===== src/piv_pkg.sv =====
package piv_pkg;

    // vector numbers and field widths
    localparam int VEC_W   = 5;
    localparam int LVL_W   = 3;
    localparam int NUM_VEC = 17;
    localparam int ADDR_W  = 24;
    localparam int TB_LO_W = 8;

    // table base after reset; low byte is always zero
    localparam logic [ADDR_W-1:0] TB_RESET  = 24'h008000;
    localparam logic [LVL_W-1:0]  LVL_RESET = 3'h0;
    localparam logic [LVL_W-1:0]  LVL_NONE  = 3'h0;
    localparam int                SLOT_SH   = 2;

    // slot numbers, fixed and maskable
    localparam logic [VEC_W-1:0] VEC_RESET    = 5'h00;
    localparam logic [VEC_W-1:0] VEC_MISALIGN = 5'h01;
    localparam logic [VEC_W-1:0] VEC_NMI      = 5'h02;
    localparam logic [VEC_W-1:0] VEC_COMPILER = 5'h03;
    localparam logic [VEC_W-1:0] VEC_SUPPLY   = 5'h04;
    localparam logic [VEC_W-1:0] VEC_PORT     = 5'h05;
    localparam logic [VEC_W-1:0] VEC_UNUSED   = 5'h06;
    localparam logic [VEC_W-1:0] VEC_CLKGEN   = 5'h07;
    localparam logic [VEC_W-1:0] VEC_RTC      = 5'h08;
    localparam logic [VEC_W-1:0] VEC_TMR0     = 5'h09;
    localparam logic [VEC_W-1:0] VEC_UART     = 5'h0a;
    localparam logic [VEC_W-1:0] VEC_TMR1     = 5'h0b;
    localparam logic [VEC_W-1:0] VEC_SSP      = 5'h0c;
    localparam logic [VEC_W-1:0] VEC_I2C      = 5'h0d;
    localparam logic [VEC_W-1:0] VEC_PWM      = 5'h0e;
    localparam logic [VEC_W-1:0] VEC_TMR2     = 5'h0f;
    localparam logic [VEC_W-1:0] VEC_TMR3     = 5'h10;

    // cause counts of merged sources, and timer count
    localparam int CLG_N  = 5;
    localparam int RTC_N  = 4;
    localparam int UART_N = 7;
    localparam int SSP_N  = 4;
    localparam int I2C_N  = 8;
    localparam int PWM_N  = 4;
    localparam int TMR_N  = 4;

endpackage


===== src/piv_top.sv =====
`timescale 1ns/1ps

// Operation
// - forward request, level and vector to CPU
// - each maskable source has eight-level priority
// - highest programmed level wins
// - equal levels: smaller vector number wins
// - slot address is base plus 4n; base 0x8000
// - slot 0 reset for all reset causes
// - slot 2 watchdog NMI; slot 1 misalignment
// - slots 3 and 6 never driven
// - vectors 4, 5, 8: supply, port, RTC
// - vector 7 merges clock generator causes
// - timer underflows on vectors 9,11,15,16
// - vector 10 merges UART causes
// - vector 12 merges serial port causes
// - vector 13 merges I2C causes
// - vector 14 merges PWM timer causes
// - level field 3 bits, resets to 0
// - newer higher source replaces outputs, older held
// - cleared flag drops pending request silently
// - losers stay pending while their source holds

module piv_top (
    input  wire logic                         clk_sys_i,
    input  wire logic                         reset_n_i,
    input  wire logic                         sync_clr_i,
    // priority level write port
    input  wire logic                         lvl_wr_i,
    input  wire logic [piv_pkg::VEC_W-1:0]    lvl_sel_i,
    input  wire logic [piv_pkg::LVL_W-1:0]    lvl_data_i,
    // table base write port, bits above the fixed low byte
    input  wire logic                         tb_wr_i,
    input  wire logic [piv_pkg::ADDR_W-piv_pkg::TB_LO_W-1:0] tb_data_i,
    // reset and exception causes
    input  wire logic                         rst_pin_n_i,
    input  wire logic                         por_i,
    input  wire logic                         key_rst_i,
    input  wire logic                         supply_rst_i,
    input  wire logic                         wdt_ovf_i,
    input  wire logic                         wdt_nmi_sel_i,
    input  wire logic                         misalign_i,
    // maskable peripheral causes, flag and enable already combined
    input  wire logic                         supply_low_i,
    input  wire logic                         port_irq_i,
    input  wire logic [piv_pkg::CLG_N-1:0]    clkgen_cause_i,
    input  wire logic [piv_pkg::RTC_N-1:0]    rtc_cause_i,
    input  wire logic [piv_pkg::TMR_N-1:0]    tmr_unf_i,
    input  wire logic [piv_pkg::UART_N-1:0]   uart_cause_i,
    input  wire logic [piv_pkg::SSP_N-1:0]    ssp_cause_i,
    input  wire logic [piv_pkg::I2C_N-1:0]    i2c_cause_i,
    input  wire logic [piv_pkg::PWM_N-1:0]    pwm_cause_i,
    // toward the CPU
    output logic                              irq_req_o,
    output logic [piv_pkg::LVL_W-1:0]         irq_level_o,
    output logic [piv_pkg::VEC_W-1:0]         irq_vector_o,
    output logic [piv_pkg::ADDR_W-1:0]        irq_addr_o,
    output logic [piv_pkg::NUM_VEC-1:0]       pending_o,
    output logic                              exc_req_o,
    output logic [piv_pkg::VEC_W-1:0]         exc_vector_o,
    output logic [piv_pkg::ADDR_W-1:0]        exc_addr_o,
    output logic [piv_pkg::ADDR_W-1:0]        table_base_o
);
    import piv_pkg::*;

    localparam int TB_HI_W = ADDR_W - TB_LO_W;

    ////////////////////////////////////////////////////////////////////
    // helpers

    function automatic logic is_maskable(input logic [VEC_W-1:0] v);
        is_maskable = (v >= VEC_SUPPLY) && (v <= VEC_TMR3) &&
                      (v != VEC_UNUSED);
    endfunction

    function automatic logic [ADDR_W-1:0] slot_addr(
        input logic [TB_HI_W-1:0] base_hi,
        input logic [VEC_W-1:0]   v
    );
        logic [ADDR_W-1:0] off;
        off = ADDR_W'(v) << SLOT_SH;
        slot_addr = {base_hi, {TB_LO_W{1'b0}}} + off;
    endfunction

    ////////////////////////////////////////////////////////////////////
    // configuration state

    logic [LVL_W-1:0]   lvl_q [NUM_VEC];
    logic [TB_HI_W-1:0] tb_q;
    logic               lvl_wr_ok;

    localparam logic [TB_HI_W-1:0] TB_HI_RESET = TB_RESET[ADDR_W-1:TB_LO_W];

    // unmapped or fixed slots silently ignore level writes
    assign lvl_wr_ok = lvl_wr_i && (lvl_sel_i < VEC_W'(NUM_VEC)) &&
                       is_maskable(lvl_sel_i);

    generate
        for (genvar v = 0; v < NUM_VEC; v++) begin : g_lvl
            logic hit;
            assign hit = lvl_wr_ok && (lvl_sel_i == VEC_W'(v));
            always_ff @(posedge clk_sys_i or negedge reset_n_i) begin
                if (!reset_n_i) begin
                    lvl_q[v] <= LVL_RESET;
                end else if (hit) begin
                    lvl_q[v] <= lvl_data_i;
                end
            end
        end
    endgenerate

    always_ff @(posedge clk_sys_i or negedge reset_n_i) begin
        if (!reset_n_i) begin
            tb_q <= TB_HI_RESET;
        end else if (tb_wr_i) begin
            tb_q <= tb_data_i;
        end
    end

    ////////////////////////////////////////////////////////////////////
    // source merging

    logic [NUM_VEC-1:0] src_req;

    assign src_req[VEC_RESET]    = 1'b0;
    assign src_req[VEC_MISALIGN] = 1'b0;
    assign src_req[VEC_NMI]      = 1'b0;
    assign src_req[VEC_COMPILER] = 1'b0;
    assign src_req[VEC_SUPPLY]   = supply_low_i;
    assign src_req[VEC_PORT]     = port_irq_i;
    assign src_req[VEC_UNUSED]   = 1'b0;
    assign src_req[VEC_CLKGEN]   = |clkgen_cause_i;
    assign src_req[VEC_RTC]      = |rtc_cause_i;
    assign src_req[VEC_TMR0]     = tmr_unf_i[0];
    assign src_req[VEC_UART]     = |uart_cause_i;
    assign src_req[VEC_TMR1]     = tmr_unf_i[1];
    assign src_req[VEC_SSP]      = |ssp_cause_i;
    assign src_req[VEC_I2C]      = |i2c_cause_i;
    assign src_req[VEC_PWM]      = |pwm_cause_i;
    assign src_req[VEC_TMR2]     = tmr_unf_i[2];
    assign src_req[VEC_TMR3]     = tmr_unf_i[3];

    ////////////////////////////////////////////////////////////////////
    // arbitration

    logic [NUM_VEC*LVL_W-1:0] lvl_flat;
    logic                     arb_hit;
    logic [LVL_W-1:0]         arb_level;
    logic [VEC_W-1:0]         arb_index;

    generate
        for (genvar v = 0; v < NUM_VEC; v++) begin : g_flat
            assign lvl_flat[v*LVL_W +: LVL_W] = lvl_q[v];
        end
    endgenerate

    // combinational every cycle, so a newly raised higher source takes
    // the registered outputs at the next edge and a dropped flag vanishes without an irq
    piv_arbiter #(
        .N  (NUM_VEC),
        .LW (LVL_W),
        .VW (VEC_W)
    ) u_arb (
        .req_i   (src_req),
        .level_i (lvl_flat),
        .hit_o   (arb_hit),
        .level_o (arb_level),
        .index_o (arb_index)
    );

    ////////////////////////////////////////////////////////////////////
    // reset and exception causes

    logic rst_pin_s1_q;
    logic rst_pin_s2_q;
    logic rst_cause;
    logic nmi_cause;
    logic exc_any;
    logic [VEC_W-1:0] exc_vec;

    // external pin crosses in through two flops
    always_ff @(posedge clk_sys_i or negedge reset_n_i) begin
        if (!reset_n_i) begin
            rst_pin_s1_q <= 1'b1;
            rst_pin_s2_q <= 1'b1;
        end else begin
            rst_pin_s1_q <= rst_pin_n_i;
            rst_pin_s2_q <= rst_pin_s1_q;
        end
    end

    assign rst_cause = !rst_pin_s2_q || por_i || key_rst_i ||
                       supply_rst_i ||
                       (wdt_ovf_i && !wdt_nmi_sel_i);
    assign nmi_cause = wdt_ovf_i && wdt_nmi_sel_i;
    assign exc_any   = rst_cause || misalign_i || nmi_cause;
    // reset outranks misalignment, which outranks the NMI
    assign exc_vec = rst_cause  ? VEC_RESET :
                     misalign_i ? VEC_MISALIGN :
                                  VEC_NMI;

    ////////////////////////////////////////////////////////////////////
    // registered outputs

    logic                     req_q;
    logic [LVL_W-1:0]         level_q;
    logic [VEC_W-1:0]         vector_q;
    logic [ADDR_W-1:0]        addr_q;
    logic [NUM_VEC-1:0]       pend_q;
    logic                     exc_req_q;
    logic [VEC_W-1:0]         exc_vec_q;
    logic [ADDR_W-1:0]        exc_addr_q;
    logic [NUM_VEC-1:0]       pend_d;
    logic [NUM_VEC-1:0]       lvl_live;

    generate
        for (genvar v = 0; v < NUM_VEC; v++) begin : g_live
            assign lvl_live[v] = lvl_q[v] != LVL_NONE;
        end
    endgenerate

    // losers stay visible as pending while their source holds
    assign pend_d = src_req & lvl_live;

    always_ff @(posedge clk_sys_i or negedge reset_n_i) begin
        if (!reset_n_i) begin
            req_q    <= 1'b0;
            level_q  <= LVL_RESET;
            vector_q <= '0;
            addr_q   <= TB_RESET;
            pend_q   <= '0;
        end else if (sync_clr_i) begin
            req_q    <= 1'b0;
            level_q  <= LVL_RESET;
            vector_q <= '0;
            addr_q   <= {tb_q, {TB_LO_W{1'b0}}};
            pend_q   <= '0;
        end else begin
            req_q    <= arb_hit;
            level_q  <= arb_hit ? arb_level : LVL_RESET;
            vector_q <= arb_hit ? arb_index : '0;
            addr_q   <= slot_addr(tb_q, arb_hit ? arb_index : '0);
            pend_q   <= pend_d;
        end
    end

    always_ff @(posedge clk_sys_i or negedge reset_n_i) begin
        if (!reset_n_i) begin
            exc_req_q  <= 1'b0;
            exc_vec_q  <= VEC_RESET;
            exc_addr_q <= TB_RESET;
        end else begin
            exc_req_q  <= exc_any;
            exc_vec_q  <= exc_vec;
            exc_addr_q <= slot_addr(tb_q, exc_vec);
        end
    end

    assign irq_req_o    = req_q;
    assign irq_level_o  = level_q;
    assign irq_vector_o = vector_q;
    assign irq_addr_o   = addr_q;
    assign pending_o    = pend_q;
    assign exc_req_o    = exc_req_q;
    assign exc_vector_o = exc_vec_q;
    assign exc_addr_o   = exc_addr_q;
    assign table_base_o = {tb_q, {TB_LO_W{1'b0}}};

endmodule


===== src/piv_arbiter.sv =====
`timescale 1ns/1ps

module piv_arbiter #(
    parameter int N  = 17,
    parameter int LW = 3,
    parameter int VW = 5
) (
    input  wire logic [N-1:0]    req_i,
    input  wire logic [N*LW-1:0] level_i,
    output logic                 hit_o,
    output logic [LW-1:0]        level_o,
    output logic [VW-1:0]        index_o
);

    logic          bv [0:N];
    logic [LW-1:0] bl [0:N];
    logic [VW-1:0] bi [0:N];

    assign bv[0] = 1'b0;
    assign bl[0] = '0;
    assign bi[0] = '0;

    // scan upward; only a strictly higher level displaces, so ties
    // stay with the smaller index
    generate
        for (genvar i = 0; i < N; i++) begin : g_scan
            logic [LW-1:0] lv;
            logic          take;
            assign lv   = level_i[i*LW +: LW];
            assign take = req_i[i] && (lv != '0) &&
                          (!bv[i] || (lv > bl[i]));
            assign bv[i+1] = bv[i] | take;
            assign bl[i+1] = take ? lv : bl[i];
            assign bi[i+1] = take ? VW'(i) : bi[i];
        end
    endgenerate

    assign hit_o   = bv[N];
    assign level_o = bl[N];
    assign index_o = bi[N];

endmodule


===== config.mk =====
export PLATFORM = sky130hd
export DESIGN_NAME = piv_top
export DESIGN_NICKNAME = d
export VERILOG_FILES = /design/src/piv_pkg.sv /design/src/piv_top.sv /design/src/piv_arbiter.sv
export SDC_FILE = /design/constraint.sdc
export NUM_CORES = 1
export LEC_CHECK = 0
export ABC_AREA = 1
export BUFFER_PORTS_ARGS = -buffer_cell sky130_fd_sc_hd__buf_2
export CORE_ASPECT_RATIO = 1.2
export CORE_MARGIN = 3
export CORE_UTILIZATION = 55
export DETAILED_ROUTE_END_ITERATION = 7
export GPL_TIMING_DRIVEN = 1
export PLACE_DENSITY = 0.86
export SYNTH_ARGS = -nofsm -noshare
export SYNTH_HDL_FRONTEND = slang
export SYNTH_SLANG_ARGS = --single-unit
export TNS_END_PERCENT = 10

===== constraint.sdc =====
create_clock -name clk_sys_i -period 27.5 [get_ports clk_sys_i]
set_input_delay 2.75 -clock clk_sys_i [delete_from_list [all_inputs] [get_ports clk_sys_i]]
set_output_delay 2.75 -clock clk_sys_i [all_outputs]
set_load 0.01 [all_outputs]

# Yosys cells after proc, flatten, opt, wreduce, memory -nomap -nowiden
# Index checks and enable logic that the tools add are counted.
# op_classes
bitwise_logic,12
eq_ne,17
muxes,33
n_reduce_logical,100
n_addsub,2
n_lt_le_gt_ge,14
# ops
op,count
$mux W5,13
$reduce_bool A3 Y1,17
$logic_and A1 B1 Y1,46
$mux W3,15
$eq A5 B4 Y1 const B,8
$gt A3 B3 Y1,11
$add A24 B4 Y24,1
$add A24 B7 Y24,1
$mux W24,1
$eq A5 B3 Y1 const B,4
$and A17 B17 Y17,1
$logic_or A1 B1 Y1,17
$mux W17,1
$logic_not A1 Y1,13
$reduce_or A4 Y1,3
$or A1 B1 Y1,11
$eq A5 B2 Y1 const B,2
$reduce_or A8 Y1,1
$reduce_or A7 Y1,1
$eq A5 B1 Y1 const B,1
$eq A5 B5 Y1 const B,1
$ge A5 B3 Y1 const B,1
$le A5 B5 Y1 const B,1
$logic_not A5 Y1,1
5 further kinds,6
# totals
ff_bits,146
inputBits,74
elab_cells,206

# Depth between registers and ports, before layout
# Gate-level depths: netlist (run 1).
# logic_depth
ltp_word,50
ltp_mapped,108
ltp_nobuf,107

# By module
# Synthesis (run 1) repeated with hierarchy kept, for this count alone.
# hier_totals
cells_unflattened,864
area_unflattened_um2,6935.4
# by_module_without_submodules
module,cells_per_inst,seq_area_each_um2,instances,area_per_inst_um2
piv_top,444,2732.6,1,4539.4
piv_arbiter,420,0.0,1,2396.0

# Worst setup path before layout (run 1)
# OpenSTA, ideal clock, no wires.
# synth_timing
kind,in2reg
startpoint,input supply_low_i
endpoint,"register level_q[0], in the netlist irq_level_o[0]"
required_ns,27.387
setup_slack_ns,13.416
stages,100
arrival_time_ns,13.972
n_path_buf,1
cell_sequence,nand2_1 ha_1 a21oi_1 nand2_1 nand2_1 nand2_1 nand2_2 nand2_1 and2_1 ha_1 a21oi_1 o21ai_0 nand2_1 nand2_1 nand2_2 inv_1 nand2_1 nand2_1 (+64 left out) ha_1 a21oi_1 o21ai_0 nand2_1 nand2_1 nand2_1 nand3_1 and2_1 ha_1 nand2_1 o21ai_0 a21oi_1 or2_2 clkbuf_1 o21ai_0 inv_1 nand2_1 inv_1
# synth_via
elab_chain_len,48
word_cells_on_any_way,70
classes_between,order compare (11); mux (14); bitwise (11); reduce/logical (34)
# synth_rtl
item,line_no,text
from (decl),piv_top.sv:44,"input wire logic supply_low_i,"
$logic_and A1 B1 Y1 *,piv_arbiter.sv:30,assign take = req_i[i] && (lv != '0) &&
$mux W3,piv_arbiter.sv:33,assign bl[i+1] = take ? lv : bl[i];
$gt A3 B3 Y1,piv_arbiter.sv:31,(!bv[i] || (lv > bl[i]));
$logic_or A1 B1 Y1,piv_arbiter.sv:31,
$logic_and A1 B1 Y1,piv_arbiter.sv:30,
$mux W3 or $or A1 B1 Y1 (tied branches),"piv_arbiter.sv:33, piv_arbiter.sv:32",
$gt A3 B3 Y1 or $logic_not A1 Y1 (tied branches),-,
$logic_or A1 B1 Y1,piv_arbiter.sv:31,
(+32 left out),-,
$logic_and A1 B1 Y1,piv_arbiter.sv:30,
$mux W3 or $or A1 B1 Y1 (tied branches),"piv_arbiter.sv:33, piv_arbiter.sv:32",
$gt A3 B3 Y1 or $logic_not A1 Y1 (tied branches),piv_arbiter.sv:31,
$logic_or A1 B1 Y1,piv_arbiter.sv:31,
$logic_and A1 B1 Y1,piv_arbiter.sv:30,
$mux W3 or $or A1 B1 Y1 (tied branches),"piv_arbiter.sv:33, piv_arbiter.sv:32",
$mux W3 *,piv_top.sv:240,level_q <= arb_hit ? arb_level : LVL_RESET;
$mux W3 *,piv_top.sv:232,end else if (sync_clr_i) begin
to (signal assigned),piv_top.sv:240,
to (decl),piv_top.sv:206,logic [LVL_W-1:0] level_q;
# Mark *: on every way between the ends. The rest lies on a longest branch, timed or not.
# A chain may end at the register's enable or synchronous reset.

# Final worst setup path (run 1)
# layout_timing
startpoint,input supply_low_i
endpoint,"register vector_q[3], in the netlist irq_vector_o[3]"
# layout_via
elab_chain_len,48
word_cells_on_any_way,79
classes_between,order compare (11); mux (23); bitwise (11); reduce/logical (34)
# layout_rtl
item,line_no,text
$logic_and A1 B1 Y1 *,piv_arbiter.sv:30,
$mux W3,piv_arbiter.sv:33,
$gt A3 B3 Y1,piv_arbiter.sv:31,
$logic_or A1 B1 Y1,piv_arbiter.sv:31,
$logic_and A1 B1 Y1,piv_arbiter.sv:30,
$mux W3 or $or A1 B1 Y1 (tied branches),"piv_arbiter.sv:33, piv_arbiter.sv:32",
$gt A3 B3 Y1 or $logic_not A1 Y1 (tied branches),-,
$logic_or A1 B1 Y1,piv_arbiter.sv:31,
(+32 left out),-,
$logic_and A1 B1 Y1,piv_arbiter.sv:30,
$mux W3 or $or A1 B1 Y1 (tied branches),"piv_arbiter.sv:33, piv_arbiter.sv:32",
$gt A3 B3 Y1 or $logic_not A1 Y1 (tied branches),piv_arbiter.sv:31,
$logic_or A1 B1 Y1,piv_arbiter.sv:31,
$logic_and A1 B1 Y1,piv_arbiter.sv:30,
$mux W5 or $or A1 B1 Y1 (tied branches),"piv_arbiter.sv:34, piv_arbiter.sv:32",
$mux W5 *,piv_top.sv:241,vector_q <= arb_hit ? arb_index : '0;
$mux W5 *,piv_top.sv:232,
to (signal assigned),piv_top.sv:241,
to (decl),piv_top.sv:207,logic [VEC_W-1:0] vector_q;
# Marks and branches as above.

==> results by group, run 1 <==
Global routing
  – Global Route Usage Sum: 0.2221
  – Grt peak-use layer: met2
  – Met1 Use GR: 0.2637
  – First-pass GRT wire length: between 15,000 and 20,000 µm
  – Met2 Use GR: 0.3928
  – Vias in the first global route: roughly 4,400
  – Grt met3 use: 0.04255
  – Largest net degree at the start of global routing: between 90 and 100
  – GRT overflow: 0
  – Initial antenna violation count: 0

Route
  – Drt wl/cell: between 10 and 15 µm
  – Vias: 4,503
  – Post-Route WL: around 12,000 µm
  – Post-route DRC: 0
  – Starting DRT DRC Count: 227
  – Routed Antenna Nets: 0
  – Vias/cell: a little over 5
  – Detailed Routing Iterations Pass 1: 4

Finish
  – Layout area overhead: 16.68%
  – Share of cells above drive strength 1: 0.3012
  – Final Non-Filler Cells: 877
  – Number of fillers in the final layout: approximately 800
  – Nets: approximately 860
  – Antenna Cells: 0
  – Sequential cell area: around 2400 µm²
  – Commonest non-fill, non-tap cell in the layout: buf_2
  – Most frequent cells in the layout: buf_2 (151), nand2_1 (138), dfrtp_1 (90)
  – Multi-input gate area: between 2000 and 2500 µm²

Place
  – GP Congestion: a little under 0.9
  – PortBufs: between 150 and 200
  – HPWL Detailed: 9280 µm
  – # placed instances: about 860

Worst hold path
  – Type of the worst min-delay path: reg2reg
  – Hold wc startpoint: rst_pin_s1_q$_DFF_PN1_

CTS
  – Reg clk slew, reported paths: approximately 0.08 ns
  – Cts repair resizes: 0
  – Num CTS Buffers: 9
  – H-tree Lvls: 3
  – Post-CTS Setup Bufs: 0
  – CTS tree: built
  – Hold_buf cts: 0
  – Worst skew pair latency: 0.36 ns
  – Max Root-Sink Buffers: 2
  – Root Buffer: clkbuf_8
  – Clock sink total: between 90 and 100

Timing
  – Fmax achieved: roughly 0.064 GHz
  – Period utilisation layout: 0.5655
  – Rel. slew slack: 0.2265
  – Final slew viol count: 0
  – Final setup viols: 0
  – RSZ-0062 raised after global routing: no
  – Final Critical Period: around 16 ns
  – Fin Clk Skew: between 0.01 and 0.015 ns
  – Final Hold Viols: 0
  – Slew @ Worst Pin: 1.160 ns
  – Setup TNS: 0 ns

Synth
  – Post-synthesis mux area share: 0.03416
  – Post-synthesis sequential area ratio: 0.4470
  – Post-synthesis xor/xnor area fraction: 0
  – Syn avg cell area: about 8.5 µm²
  – Post-synth top area share: 0.4270
  – Post-synthesis compound-gate area fraction: 0.09751
  – Unique cell type count in the Yosys netlist: 35
  – #FFs+latches synth: 94
  – Simple-gate portion of the synthesized area: 0.2285
  – Adder-Cell Fraction of Synth Area: 0.07117
  – Mapped Cells: approximately 620
  – Largest family of logic cells by synthesized area: simple AND/OR/NAND/NOR gates
  – Synth area leader: dfrtp_1
  – Synth Cell Area: around 5300 µm²
  – Synth area leaders: dfrtp_1 (43%), nand2_1 (9.8%), ha_1 (7.1%)
  – Yosys warnings: 0

Pwr
  – Max VDD drop: approximately 0.044 mV
  – Power Density: about 86 nW/µm²
  – Post-layout power: 0.5280 mW
  – Pleak: around 3.4 nW

Critical path
  – Req. time, crit path: around 28 ns
  – Critical Path Sink Type: register
  – Slowest Stage Delay on Critical Path: ~0.34 ns
  – CP arrival: 15.80 ns
  – RR Startpoint: lvl_flat[14]$_DFFE_PN0P_
  – Worst reg2reg endpoint: irq_vector_o[3]$_DFF_PN0_
  – CP Launch Type: primary input
  – CP max stage cell: or2_2
  – CP endpoint: irq_vector_o[3]$_DFF_PN0_
  – CP dominant cell by count: nand2_1
  – R2R Setup Slk: ~14 ns
  – Setup crit start: supply_low_i
  – Critical path fanouts, max: 9
  – R2R depth: a little over 100
  – Worst setup path class: in2reg

Die
  – Core area: between 9000 and 10,000 µm²
  – Initial core utilization: 0.5747
  – # IOs: around 180
  – Die ar.: 10,800 µm²
  – Die width: roughly 95 µm
  – Die height: ~110 µm
  – Rows: 38

Run
  – Max Cap Viol: 0

Status
  – Status: completed
[cell usage after synthesis, drive strengths merged]
| cell | n |
|---|---|
| o41ai | 1 |
| mux2 | 16 |
| o31ai | 5 |
| buf | 48 |
| and2 | 6 |
| nand3 | 38 |
| or2 | 3 |
| dfrtp | 90 |
| o22a | 1 |
| o32ai | 1 |
| a31oi | 2 |
| or4 | 3 |
| nor3 | 8 |
| nand2 | 156 |
| o21ai | 66 |
| conb | 1 |
| nor2 | 44 |
| a21oi | 14 |
| dfstp | 4 |
| clkbuf | 5 |
| ha | 30 |
| nor4 | 3 |
| o211a | 1 |
| nand4 | 3 |
| inv | 69 |
[where the power goes]
part / leakage [nW] / internal (mW) / switching (mW)
clock network: 0.130 / 0.0655 / 0.0473
registers: 1.16 / 0.158 / 0.0131
logic: 2.10 / 0.0947 / 0.150
[layer usage]
| metal | up-vias | share of wire |
|---|---|---|
| li1 | 2220 | - |
| met1 | 2085 | 0.40 |
| met2 | 171 | 0.51 |
| met3 | 27 | 0.068 |
| met4 | 0 | 0.023 |
| met5 | - | 0 |
[stage by stage]
stage               worst slack (ns)  utilization  hold WS [ns]  area, µm²
finish                         11.95       0.6706        0.3621       6153
CTS                            12.07       0.6706        0.3637       6153
global placement               12.65       0.6428        0.3461       5898
floorplan                      13.42            -        0.3452       5364
detailed placement             11.79       0.6428        0.3512       5898
global route                   10.53       0.6706        0.3673       6153
[state kept, by name, indices dropped and copies added (netlist names), 2 cells and up]
| name | cells |
|---|---|
| exc_addr_o | 16 |
| irq_addr_o | 2 |
| tb_q | 16 |
| pending_o | 12 |
| irq_level_o | 3 |
| lvl_flat | 36 |
| irq_vector_o | 4 |
[area by class of cell]
| cell class | count | share of cell area |
|---|---|---|
| flip-flops and latches | 94 | 0.3831 |
| repair buffers | 152 | 0.1240 |
| clock buffers | 11 | 0.02460 |
| inverters | 69 | 0.04209 |
| well taps | 120 | 0.02440 |
| multi-input cells | 426 | 0.3849 |
| clock inverters | 5 | 0.01688 |
[worst max-delay path: cells and delay by family]
kind                       cells  cell delay [ns]
AOI/OAI and AO/OA             22             3.20
adders and majority gates     11             3.09
buffers and inverters         14             1.06
and+or+nand+nor               55             5.66
[worst min-delay path by stage]
| stage | slack, ns | to | cells after the start |
|---|---|---|---|
| global route | 0.37 | rst_pin_s2_q$_DFF_PN1_ | 0 |
| detailed placement | 0.35 | rst_pin_s2_q$_DFF_PN1_ | 0 |
| floorplan | 0.35 | rst_pin_s2_q$_DFF_PN1_ | 0 |
| CTS | 0.36 | rst_pin_s2_q$_DFF_PN1_ | 0 |
| global placement | 0.35 | rst_pin_s2_q$_DFF_PN1_ | 0 |
| finish | 0.36 | rst_pin_s2_q$_DFF_PN1_ | 0 |
[kinds of logic (layout without fill, tap and decap cells)]
group / count (synthesis) / count (layout)
buffers and inverters: 122 / 237
muxes: 16 / 16
AOI/OAI and AO/OA: 91 / 91
and+or+nand+nor: 264 / 264
adders and majority gates: 30 / 30
DFF: 94 / 94
other: 1 / 25
(Power assumes the default switching activity.)
==> inputs of run 2 (changes only) <==
- CORE_UTILIZATION: 55 -> 51
- PLACE_DENSITY: 0.86 -> 0.81
- clock period: 27.5 -> 14.4 ns (I/O delays scaled with it)
==> run 2 against run 1 <==
Effect of this change:
- critical path type unchanged
- final cell count is 0.80% higher
- global-route usage down 0.54 points
- flip-flop and latch count unchanged
- worst setup slack worse by 11 ns
- clock-buffer cell count rose by 1
- largest cell class unchanged
- hold slack lost 0.0037 ns
- register-to-register slack got worse by 12 ns
- critical endpoint is now irq_level_o[2]$_DFF_PN0_
- routed wire length is 6.3% higher
- critical path depth decreased by 2
- first-iteration DRC count is 21% lower
- via count is 0.20% higher
==> results by group, run 2 (synthesis gave the netlist of run 1 again) <==
Status
  – Status: completed (unchanged)

Die
  – Core area: 10,060 µm² (was 9176 µm²)
  – Initial core utilization: 0.5243 (was 0.5747)
  – Die height: 117.4 µm (was 113.3 µm)
  – Die ar.: 11,600 µm² (was 10,800 µm²)
  – # IOs: 178 (unchanged)
  – Rows: 40 (was 38)
  – Die width: 98.83 µm (was 95.39 µm)

Pwr
  – Seq pwr share: 0.298 (was 0.323)
  – Clock power frac: 0.246 (was 0.214)
  – P_int: 0.6702 mW (was 0.3178 mW)
  – Combinational Power Share: 0.456 (was 0.463)
  – Switching share of total power: 0.3856 (was 0.3982)
  – Power Density: 172.9 nW/µm² (was 85.81 nW/µm²)
  – Sw power: 0.4206 mW (was 0.2103 mW)
  – Max VDD drop: 0.07641 mV (was 0.04402 mV)
  – Post-layout power: 1.091 mW (was 0.5280 mW)
  – Pleak: 3.449 nW (was 3.388 nW)

Place
  – HPWL Detailed: 9755 µm (was 9280 µm)
  – Pre-CTS setup slack: 0.09116 ns (was 11.79 ns)
  – Placed standard-cell area: 5913 µm² (was 5898 µm²)
  – GP Congestion: 0.9660 (was 0.8874)
  – # placed instances: 868 (was 861)
  – PortBufs: 152 (unchanged)

Timing
  – Period utilisation layout: 0.9266
  – Setup TNS: 0 ns (unchanged)
  – Final Hold Viols: 0 (unchanged)
  – Final slew viol count: 0 (unchanged)
  – Fmax achieved: 0.07494 GHz
  – Final Critical Period: between 10 and 15 ns
  – Fin Clk Skew: 0.01041 ns (was 0.01166 ns)
  – Slew @ Worst Pin: 0.6372 ns (was 1.160 ns)
  – WHS: 0.3583 ns (was 0.3621 ns)
  – Final Worst Setup Slack: 1.056 ns (was 11.95 ns)
  – Final setup viols: 0 (unchanged)
  – Rel. slew slack: 0.5697 (was 0.2265)

CTS
  – H-tree Lvls: 3 (unchanged)
  – Worst skew pair latency: 0.34 ns (was 0.36 ns)
  – Root Buffer: clkbuf_16 (was clkbuf_8)
  – Hold_buf cts: 0 (unchanged)
  – Max Root-Sink Buffers: 2 (unchanged)
  – CTS tree: built (unchanged)
  – Clock sink total: 94 (unchanged)
  – Num CTS Buffers: 9 (unchanged)
  – Reg clk slew, reported paths: 0.07 ns (was 0.08 ns)
  – Post-CTS Setup Bufs: 0 (unchanged)
  – Cts repair resizes: 0 (unchanged)

Global routing
  – Initial antenna violation count: 0 (unchanged)
  – GRT overflow: 0 (unchanged)
  – Vias in the first global route: 4,352 (was 4,368)
  – Global Route Usage Sum: 0.2167 (was 0.2221)
  – Largest net degree at the start of global routing: 51 (was 95)
  – First-pass GRT wire length: 20,370 µm (was 19,020 µm)

Critical path
  – Req. time, crit path: 14.64 ns (was 27.75 ns)
  – Critical path fanouts, max: 9 (unchanged)
  – R2R Setup Slk: 1.86 ns (was 13.95 ns)
  – CP dominant cell by count: nand2_1 (unchanged)
  – Buf/Inv on CP: 13 (was 14)
  – R2R depth: 101 (unchanged)
  – Critical Path Sink Type: register (unchanged)
  – Delay-heaviest family, CP: simple AND/OR/NAND/NOR gates (unchanged)
  – RR Startpoint: lvl_flat[14]$_DFFE_PN0P_ (unchanged)
  – Slowest Stage Delay on Critical Path: 0.32 ns (was 0.34 ns)
  – CP arrival: 13.58 ns (was 15.80 ns)
  – CP Launch Type: primary input (unchanged)
  – Worst reg2reg endpoint: irq_level_o[2]$_DFF_PN0_ (was irq_vector_o[3]$_DFF_PN0_)
  – CP max stage cell: ha_1 (was or2_2)
  – Worst setup path class: in2reg (unchanged)
  – Critical path depth in cells: 100 (was 102)

Finish
  – Post-route cell area: 6310 µm² (was 6153 µm²)
  – Finished Core Util: 0.6272 (was 0.6706)
  – Commonest non-fill, non-tap cell in the layout: buf_2 (unchanged)
  – Sequential cell area: 2357 µm² (unchanged)
  – Nets: 857 (was 856)
  – Multi-input gate area: 2424 µm² (was 2369 µm²)
  – Number of fillers in the final layout: 852 (was 786)
  – Final Non-Filler Cells: 884 (was 877)
  – Share of cells above drive strength 1: 0.3127 (was 0.3012)
  – Most frequent cells in the layout: buf_2 (151), nand2_1 (135), dfrtp_1 (90) (was buf_2 (151), nand2_1 (138), dfrtp_1 (90))
  – Max reg flops: 36 (unchanged)
  – Layout area overhead: 19.64% (was 16.68%)
  – Antenna Cells: 0 (unchanged)

Worst hold path
  – Hold Path End: rst_pin_s2_q$_DFF_PN1_ (unchanged)
  – Hold depth: 0 (unchanged)
  – Hold wc startpoint: rst_pin_s1_q$_DFF_PN1_ (unchanged)
  – Type of the worst min-delay path: reg2reg (unchanged)

Route
  – Vias/cell: 5.104 (was 5.135)
  – Post-Route WL: 12,540 µm (was 11,790 µm)
  – Drt wl/cell: 14.18 µm (was 13.44 µm)
  – Routed Antenna Nets: 0 (unchanged)
  – Post-route DRC: 0 (unchanged)
  – Vias: 4,512 (was 4,503)
  – Detailed Routing Iterations Pass 1: 4 (unchanged)
  – Starting DRT DRC Count: 179 (was 227)

Run
  – Max Cap Viol: 0 (unchanged)
## run 2: cell count changes in the layout (fill, tap and decap cells not counted), moves of 3 or more
cell / before / now
clkbuf_16: 0 / 9
clkbuf_8: 11 / 1
nand2_1: 138 / 135
nand2_4: 6 / 9
o21ai_0: 55 / 46
o21ai_1: 6 / 12
o21ai_2: 5 / 8
## run 2: worst max-delay path by stage
stage                      start                         to  slack, ns
floorplan           supply_low_i   irq_level_o[0]$_DFF_PN0_       1.63
global placement    supply_low_i  irq_vector_o[3]$_DFF_PN0_       0.69
detailed placement  supply_low_i  irq_vector_o[3]$_DFF_PN0_       0.09
CTS                 supply_low_i  irq_vector_o[3]$_DFF_PN0_       0.35
global route        supply_low_i   irq_level_o[1]$_DFF_PN0_      -0.02
finish              supply_low_i   irq_level_o[2]$_DFF_PN0_       1.06
## run 2: cell type report
cell class,instances,share of cell area
multi-input combinational,426,0.3841
sequential,94,0.3736
timing repair buffer,153,0.1221
inverter,69,0.04105
clock buffer,12,0.03906
tap,126,0.02499
clock inverter,4,0.01507
## run 2: power by group through the flow
stage	clock, mW	sequential [mW]	combinational, mW
floorplan	0	0.336	0.343
global placement	0	0.328	0.435
detailed placement	0	0.330	0.466
CTS	0.274	0.325	0.471
global route	0.284	0.330	0.565
finish	0.269	0.325	0.497
## run 2: metal layers
| layer | routed length (µm) | track usage | vias to the layer above | share of wire |
|---|---|---|---|---|
| li1 | - | - | 2223 | - |
| met1 | 4685 | 0.2445 | 2092 | 0.37 |
| met2 | 6616 | 0.3966 | 167 | 0.53 |
| met3 | 864 | 0.03569 | 30 | 0.069 |
| met4 | 371 | 0.09052 | 0 | 0.030 |
| met5 | 0 | 0 | - | 0 |
